### config.mk
export PLATFORM = sky130hd
export DESIGN_NAME = dcc_regs
export DESIGN_NICKNAME = d
export VERILOG_FILES = /design/src/verilog/dcc_pkg.sv /design/src/verilog/dcc_edge_if.sv /design/src/verilog/dcc_edge_det.sv /design/src/verilog/dcc_regs.sv
export SDC_FILE = /design/constraint.sdc
export NUM_CORES = 1
export LEC_CHECK = 0
export BUFFER_PORTS_ARGS = -buffer_cell sky130_fd_sc_hd__clkbuf_2
export CAP_MARGIN = 10
export CORE_ASPECT_RATIO = 1.75
export CORE_UTILIZATION = 53
export DETAILED_ROUTE_END_ITERATION = 10
export HOLD_SLACK_MARGIN = 0.05
export PLACE_DENSITY = 0.82
export SKIP_CTS_REPAIR_TIMING = 1
export SLEW_MARGIN = 20
export SYNTH_ARGS = -nofsm -noshare
export SYNTH_HDL_FRONTEND = slang
export SYNTH_SLANG_ARGS = --single-unit
### constraint.sdc
create_clock -name clk_i -period 1.8 [get_ports clk_i]
set_input_delay 0.09 -clock clk_i [delete_from_list [all_inputs] [get_ports clk_i]]
set_output_delay 0.09 -clock clk_i [all_outputs]
set_load 0.05 [all_outputs]
### src/verilog/dcc_pkg.sv
// shared constants for the dual comparator control registers
package dcc_pkg;
    localparam int unsigned AW = 8;
    localparam int unsigned DW = 8;

    // register offsets on the special function register port
    localparam logic [AW-1:0] ADDR_CMP0_CONTROL = 8'h9a;
    localparam logic [AW-1:0] ADDR_CMP0_MODE    = 8'h9b;
    localparam logic [AW-1:0] ADDR_CMP1_CONTROL = 8'h9d;

    // control register field positions
    localparam int unsigned CTL_ON_BIT     = 7;
    localparam int unsigned CTL_RESULT_BIT = 6;
    localparam int unsigned CTL_RISE_BIT   = 5;
    localparam int unsigned CTL_FALL_BIT   = 4;
    localparam int unsigned CTL_POSH_MSB   = 3;
    localparam int unsigned CTL_POSH_LSB   = 2;
    localparam int unsigned CTL_NEGH_MSB   = 1;
    localparam int unsigned CTL_NEGH_LSB   = 0;

    // mode register field positions
    localparam int unsigned MD_RISE_IE_BIT = 5;
    localparam int unsigned MD_FALL_IE_BIT = 4;
    localparam int unsigned MD_SPEED_MSB   = 1;
    localparam int unsigned MD_SPEED_LSB   = 0;

    // reset values
    localparam logic [DW-1:0] RST_CONTROL = 8'h00;
    localparam logic [DW-1:0] RST_MODE    = 8'h02;
    localparam logic [1:0]    RST_SPEED   = 2'h2;
    localparam logic [1:0]    RST_HYST    = 2'h0;
    localparam logic [DW-1:0] RD_UNMAPPED = 8'h00;

    // hysteresis codes (analog core decodes them)
    typedef enum logic [1:0] {
        DCC_HYST_OFF  = 2'b00,
        DCC_HYST_LOW  = 2'b01,
        DCC_HYST_MID  = 2'b10,
        DCC_HYST_HIGH = 2'b11
    } dcc_hyst_t;
endpackage

### src/verilog/dcc_edge_if.sv
// edge flag carrier between the register bank and one edge detector
`timescale 1ns/10ps
interface dcc_edge_if;
    logic wr_flags;
    logic wr_rise;
    logic wr_fall;
    logic result;
    logic rise_evt;
    logic fall_evt;
    logic rise_flag;
    logic fall_flag;

    modport det  (input wr_flags, wr_rise, wr_fall,
                  output result, rise_evt, fall_evt, rise_flag, fall_flag);
    modport regs (output wr_flags, wr_rise, wr_fall,
                  input result, rise_evt, fall_evt, rise_flag, fall_flag);
endinterface

### src/verilog/dcc_edge_det.sv
// synchroniser, edge detector and sticky edge flags for one comparator
`timescale 1ns/10ps
module dcc_edge_det (
    // clock and reset
    input  wire logic clk_i,
    input  wire logic reset_i,
    // raw comparator output, asynchronous
    input  wire logic raw_i,
    // register side
    dcc_edge_if.det   edge_if
);
    logic sync1_ff;
    logic sync2_ff;
    logic prev_ff;
    logic rise_ff;
    logic fall_ff;

    always_ff @(posedge clk_i) begin
        if (reset_i) begin
            sync1_ff <= 1'b0;
            sync2_ff <= 1'b0;
            prev_ff  <= 1'b0;
        end else begin
            sync1_ff <= raw_i;
            sync2_ff <= sync1_ff;
            prev_ff  <= sync2_ff;
        end
    end

    assign edge_if.result   = sync2_ff;
    assign edge_if.rise_evt = sync2_ff & ~prev_ff;
    assign edge_if.fall_evt = ~sync2_ff & prev_ff;

    // an edge in the write cycle wins over the written zero
    always_ff @(posedge clk_i) begin
        if (reset_i) begin
            rise_ff <= 1'b0;
            fall_ff <= 1'b0;
        end else begin
            rise_ff <= edge_if.rise_evt
                     | (edge_if.wr_flags ? edge_if.wr_rise : rise_ff);
            fall_ff <= edge_if.fall_evt
                     | (edge_if.wr_flags ? edge_if.wr_fall : fall_ff);
        end
    end

    assign edge_if.rise_flag = rise_ff;
    assign edge_if.fall_flag = fall_ff;
endmodule

### src/verilog/dcc_regs.sv
// dual comparator control and status registers on the system clock
//
// How it works
// - control0 bit 7 powers comparator A on; resets to 0.
// - control0 bit 6 is read-only comparator A result.
// - comparator A rising edge sets bit 5 until software writes 0.
// - comparator A falling edge sets bit 4 until software clears it.
// - bits 3:2 positive hysteresis code goes to the analog core.
// - bits 1:0 negative hysteresis code of comparator A goes to the core.
// - mode bit 5 enables interrupt request while rise flag set.
// - mode bit 4 enables interrupt request while fall flag set.
// - mode bits 1:0 select speed/power for core; reset value 10.
// - mode bits 7:6 and 3:2 read zero, writes ignored.
// - control1 has same layout: enable bit 7, result bit 6.
// - comparator B edge flags bits 5,4 sticky until software clears.
// - comparator B negative hysteresis bits 1:0 go to the core.
// - disabled comparator drives its pin output low.
`timescale 1ns/10ps
module dcc_regs
    import dcc_pkg::*;
(
    // clock and reset
    input  wire logic                clk_i,
    input  wire logic                reset_i,
    // special function register port
    input  wire logic [dcc_pkg::AW-1:0] sfr_addr_i,
    input  wire logic [dcc_pkg::DW-1:0] sfr_wdata_i,
    input  wire logic                sfr_wr_i,
    input  wire logic                sfr_rd_i,
    output logic [dcc_pkg::DW-1:0]   sfr_rdata_o,
    // analog comparator cores
    input  wire logic                cmp_a_raw_i,
    input  wire logic                cmp_b_raw_i,
    output logic                     cmp_a_on_o,
    output logic [1:0]               cmp_a_pos_hyst_o,
    output logic [1:0]               cmp_a_neg_hyst_o,
    output logic [1:0]               cmp_a_speed_sel_o,
    output logic                     cmp_b_on_o,
    output logic [1:0]               cmp_b_pos_hyst_o,
    output logic [1:0]               cmp_b_neg_hyst_o,
    // port pin outputs and interrupt request
    output logic                     cmp_a_pin_o,
    output logic                     cmp_b_pin_o,
    output logic                     cmp_a_irq_o
);
    import dcc_pkg::*;

    dcc_edge_if a_if ();
    dcc_edge_if b_if ();

    logic       a_on_ff;
    logic [1:0] a_posh_ff;
    logic [1:0] a_negh_ff;
    logic       a_rise_ie_ff;
    logic       a_fall_ie_ff;
    logic [1:0] a_speed_ff;
    logic       b_on_ff;
    logic [1:0] b_posh_ff;
    logic [1:0] b_negh_ff;
    logic       a_pin_ff;
    logic       b_pin_ff;
    logic       a_irq_ff;
    logic [DW-1:0] rdata_ff;
    logic [DW-1:0] nxt_rdata;
    logic          wr_ctl0;
    logic          wr_mode0;
    logic          wr_ctl1;

    assign wr_ctl0  = sfr_wr_i && (sfr_addr_i == ADDR_CMP0_CONTROL);
    assign wr_mode0 = sfr_wr_i && (sfr_addr_i == ADDR_CMP0_MODE);
    assign wr_ctl1  = sfr_wr_i && (sfr_addr_i == ADDR_CMP1_CONTROL);

    dcc_edge_det u_edge_a (
        .clk_i   (clk_i),
        .reset_i (reset_i),
        .raw_i   (cmp_a_raw_i),
        .edge_if (a_if.det)
    );

    dcc_edge_det u_edge_b (
        .clk_i   (clk_i),
        .reset_i (reset_i),
        .raw_i   (cmp_b_raw_i),
        .edge_if (b_if.det)
    );

    // flag bits written through the control registers
    assign a_if.wr_flags = wr_ctl0;
    assign a_if.wr_rise  = sfr_wdata_i[CTL_RISE_BIT];
    assign a_if.wr_fall  = sfr_wdata_i[CTL_FALL_BIT];
    assign b_if.wr_flags = wr_ctl1;
    assign b_if.wr_rise  = sfr_wdata_i[CTL_RISE_BIT];
    assign b_if.wr_fall  = sfr_wdata_i[CTL_FALL_BIT];

    // comparator A control
    always_ff @(posedge clk_i) begin
        if (reset_i) begin
            a_on_ff   <= RST_CONTROL[CTL_ON_BIT];
            a_posh_ff <= RST_HYST;
            a_negh_ff <= RST_HYST;
        end else if (wr_ctl0) begin
            a_on_ff   <= sfr_wdata_i[CTL_ON_BIT];
            a_posh_ff <= sfr_wdata_i[CTL_POSH_MSB:CTL_POSH_LSB];
            a_negh_ff <= sfr_wdata_i[CTL_NEGH_MSB:CTL_NEGH_LSB];
        end
    end

    // comparator A mode; unused bits have no storage
    always_ff @(posedge clk_i) begin
        if (reset_i) begin
            a_rise_ie_ff <= RST_MODE[MD_RISE_IE_BIT];
            a_fall_ie_ff <= RST_MODE[MD_FALL_IE_BIT];
            a_speed_ff   <= RST_SPEED;
        end else if (wr_mode0) begin
            a_rise_ie_ff <= sfr_wdata_i[MD_RISE_IE_BIT];
            a_fall_ie_ff <= sfr_wdata_i[MD_FALL_IE_BIT];
            a_speed_ff   <= sfr_wdata_i[MD_SPEED_MSB:MD_SPEED_LSB];
        end
    end

    // comparator B control
    always_ff @(posedge clk_i) begin
        if (reset_i) begin
            b_on_ff   <= RST_CONTROL[CTL_ON_BIT];
            b_posh_ff <= RST_HYST;
            b_negh_ff <= RST_HYST;
        end else if (wr_ctl1) begin
            b_on_ff   <= sfr_wdata_i[CTL_ON_BIT];
            b_posh_ff <= sfr_wdata_i[CTL_POSH_MSB:CTL_POSH_LSB];
            b_negh_ff <= sfr_wdata_i[CTL_NEGH_MSB:CTL_NEGH_LSB];
        end
    end

    // pin outputs held low while off; result only valid when powered
    always_ff @(posedge clk_i) begin
        if (reset_i) begin
            a_pin_ff <= 1'b0;
            b_pin_ff <= 1'b0;
        end else begin
            a_pin_ff <= a_on_ff & a_if.result;
            b_pin_ff <= b_on_ff & b_if.result;
        end
    end

    // request level follows the flags; software clears flags to drop it
    always_ff @(posedge clk_i) begin
        if (reset_i) begin
            a_irq_ff <= 1'b0;
        end else begin
            a_irq_ff <= (a_if.rise_flag & a_rise_ie_ff)
                      | (a_if.fall_flag & a_fall_ie_ff);
        end
    end

    // read data registered: appears one cycle after the read strobe
    always_comb begin
        nxt_rdata = RD_UNMAPPED;
        unique case (sfr_addr_i)
            ADDR_CMP0_CONTROL: begin
                nxt_rdata = {a_on_ff, a_if.result, a_if.rise_flag,
                             a_if.fall_flag, a_posh_ff, a_negh_ff};
            end
            ADDR_CMP0_MODE: begin
                nxt_rdata = {2'h0, a_rise_ie_ff, a_fall_ie_ff, 2'h0, a_speed_ff};
            end
            ADDR_CMP1_CONTROL: begin
                nxt_rdata = {b_on_ff, b_if.result, b_if.rise_flag,
                             b_if.fall_flag, b_posh_ff, b_negh_ff};
            end
            default: begin
                nxt_rdata = RD_UNMAPPED;
            end
        endcase
    end

    always_ff @(posedge clk_i) begin
        if (reset_i) begin
            rdata_ff <= RD_UNMAPPED;
        end else if (sfr_rd_i) begin
            rdata_ff <= nxt_rdata;
        end
    end

    assign sfr_rdata_o       = rdata_ff;
    assign cmp_a_on_o        = a_on_ff;
    assign cmp_a_pos_hyst_o  = a_posh_ff;
    assign cmp_a_neg_hyst_o  = a_negh_ff;
    assign cmp_a_speed_sel_o = a_speed_ff;
    assign cmp_b_on_o        = b_on_ff;
    assign cmp_b_pos_hyst_o  = b_posh_ff;
    assign cmp_b_neg_hyst_o  = b_negh_ff;
    assign cmp_a_pin_o       = a_pin_ff;
    assign cmp_b_pin_o       = b_pin_ff;
    assign cmp_a_irq_o       = a_irq_ff;
endmodule

==> impl_results.md <==
- Outcome: finished clean
- Mapped Area: 1470 µm²
- Clk slew on worst S/H paths: 0.07 ns
- Vias in the first global route: 1195
- Layout net count: 212
- Min-delay worst type: in2reg
- Initial Utilization: 57.5%
- DRT Pass-1 Iters: 4
- Setup crit start kind: primary input
- Clk_lat worst skew: 0.28 ns
- Final Power: 0.00142 W
- Register area share after synthesis: 47.8%
- RSZ-0062 raised after global routing: no
- Largest family of logic cells by synthesized area: simple AND/OR/NAND/NOR gates
- WL final: 3120 µm
- Synth Area in XOR/XNOR: 0%
- Worst path arrival time: 1.35 ns
- Via density: 5.44
- Post-synthesis simple-gate area fraction: 24.7%
- I/O Buffers: 43
- Max Cap Viol: 0
- Worst Path Required: 1.95 ns
- Root buffer cell: clkbuf_8
- Die ar.: 2990 µm²
- Tmin final: 1.20 ns
- Reg-to-reg startpoint: cmp_a_neg_hyst_o[0]
- Yosys reg bits: 35
- Mapped Nets: 163
- Syn-to-layout area delta: 23.5%
- Critical Path Slowest Stage Cell: nor3_4
- Ys Warns: 0
- Netlist cell types: 23
- Largest net degree at the start of global routing: 34
- Num CTS Buffers: 5
- Average wire per standard cell: 14.4 µm
- Die Y: 71.6 µm
- 1st-iter DRT viols: 14
- Fin crit share: 66.9%
- Die width: 41.8 µm
- Clk buf depth: 2
- Worst Hold Depth: 2
- Multiplexer share of the synthesized area: 14.3%
- Fmax: 0.830 GHz
- Final setup fails: 0
- # fillers: 190
- WS Path Type: in2reg
- CP endpoint kind: flop
- Leak: 0.749 nW
- Hold Path End: cmp_a_speed_sel_o[1]
- Commonest non-fill, non-tap cell in the layout: clkbuf_2
- Number of antenna violations at the first check in global routing: 0
- Crit-path leading delay family: simple AND/OR/NAND/NOR gates
- Actual slew at the worst max-slew pin: 0.609 ns
- I/O Pins: 45
- Crit path largest cell delay: 0.45 ns
- ANT cells: 0
- H-tree levels: 2
- Total GRT Usage: 22.9%
- R2R cell count: 4
- Pwr Density: 783 nW/µm²
- Routed Antenna Nets: 0
- R2R Setup Slk: 0.78 ns
- Reg2reg end: sfr_rdata_o[0]
- FP Rows: 24
- Total grt overflow: 0
- Max_slew headroom: 59.4%
- DRC viols: 0
- Final Hold Violating Endpoints: 0
- Core box area: 2550 µm²
- Adder and majority gate portion of the synthesized area: 0%
- CTS tree: built
- Synthesized area per cell: 10.4 µm²
- Synth Area in Compound Gates: 10.5%
- Peak VDD IR: 0.741 mV
- Crit-path max FO: 9
- CP Buf/Inv Count: 1
- Placed wire-length estimate: 2340 µm
- Slew Limit Fails: 0
- Most frequent cells in the layout: 43 x clkbuf_2, 35 x dfxtp_1, 21 x mux2i_1
- Share of layout cells above drive strength 1: 30.4%
- Worst-path cell chain: clkbuf_2 > nand3b_1 > nor3_4 > mux2i_1 > a21oi_1
- Mapped Cells: 141
- TNS Setup: 0 ns
- Hold path startpoint: sfr_wdata_i[1]
- Via count: 1180
- Clk sinks: 35
- Final Skew: 0.00478 ns
- First-pass GRT wire length: 5180 µm
- Placer Congestion: 0.825
==> worst reg2reg max path, delay by kind of cell (launching register included) <==
family	cells	cell delay [ns]
and+or+nand+nor	1	0.11
DFF	1	0.36
AOI/OAI and AO/OA	2	0.40
muxes	1	0.08
==> stage by stage <==
step                worst slack [ns]  cell area, µm²  hold slack (ns)  cells  util [%]
floorplan                      0.556            1470            0.162    141         -
global placement               0.379            1710            0.304    207      67.0
detailed placement             0.320            1710            0.308    207      67.0
CTS                            0.582            1790           0.0164    215      70.1
global route                   0.505            1810           0.0684    217      70.9
finish                         0.596            1810           0.0578    217      70.9
==> area by class of cell <==
cell class	instances	area, µm²	share of cell area (%)
repair buffers	49	265	14.7
clock buffers	7	76.3	4.22
flip-flops and latches	35	701	38.7
inverters	1	3.75	0.207
clock inverters	1	5.00	0.276
well taps	26	32.5	1.80
multi-input cells	98	727	40.2
==> power breakdown <==
group | switching (W) | internal (W)
sequential | 0.00000580 | 0.000784
combinational | 0.0000552 | 0.0000436
clock | 0.000258 | 0.000271
==> layer usage <==
| metal | GRT usage, % | routed length (µm) | part of all wire [%] | up-vias |
|---|---|---|---|---|
| li1 | - | - | - | 590 |
| met2 | 41.7 | 1740 | 56 | 33 |
| met3 | 5.29 | 134 | 4.3 | 11 |
| met1 | 23.3 | 1130 | 36 | 546 |
| met4 | 12.5 | 117 | 3.7 | 0 |
| met5 | 0 | 0 | 0 | - |
==> kinds of logic (layout without fill, tap and decap cells) <==
group / after synthesis / count (layout)
AO/OA/AOI/OAI: 23 / 23
AND/OR/NAND/NOR: 54 / 54
flip-flops: 35 / 35
buffers and inverters: 8 / 58
multiplexers: 21 / 21
==> state kept, by name, indices dropped and copies added, names as in the netlist, 2 cells and up <==
register,count
sfr_rdata_o,8
cmp_b_pos_hyst_o,2
cmp_b_neg_hyst_o,2
cmp_a_speed_sel_o,2
cmp_a_neg_hyst_o,2
cmp_a_pos_hyst_o,2
==> synthesized netlist by cell type <==
library cell  number  area (µm²)
and2_1             2        12.5
nor2b_1            7        43.8
mux2i_1           21         210
dfxtp_1           35         701
a22o_1             4        35.0
nor3_4             1        16.3
nand3_1            8        40.0
nor3b_1            1        7.51
nor2_1            15        56.3
buf_6              1        11.3
and3b_1            1        8.76
a211o_1            1        8.76
a21oi_1           12        60.1
nand2b_1          14        87.6
a211oi_1           1        7.51
a22oi_1            1        7.51
clkbuf_1           5        18.8
buf_2              1        5.00
nor4_4             2        42.5
o2bb2ai_1          4        35.0
inv_1              1        3.75
nand3b_1           1        7.51
nand3b_4           2        40.0
==> worst max-delay path by stage <==
stage,startpoint,endpoint,slack (ns),depth (start not counted)
6_report,sfr_addr_i[0],u_edge_b.edge_if.fall_flag,0.60,5
5_1_grt,sfr_addr_i[0],u_edge_b.edge_if.fall_flag,0.51,5
4_1_cts,sfr_addr_i[0],u_edge_b.edge_if.fall_flag,0.58,5
3_5_place_dp,sfr_addr_i[0],u_edge_b.edge_if.fall_flag,0.32,5
3_3_place_gp,sfr_addr_i[5],cmp_a_pos_hyst_o[1],0.38,6
2_1_floorplan,sfr_addr_i[5],u_edge_a.edge_if.fall_flag,0.56,4
Power figures use the tool's default switching activity.
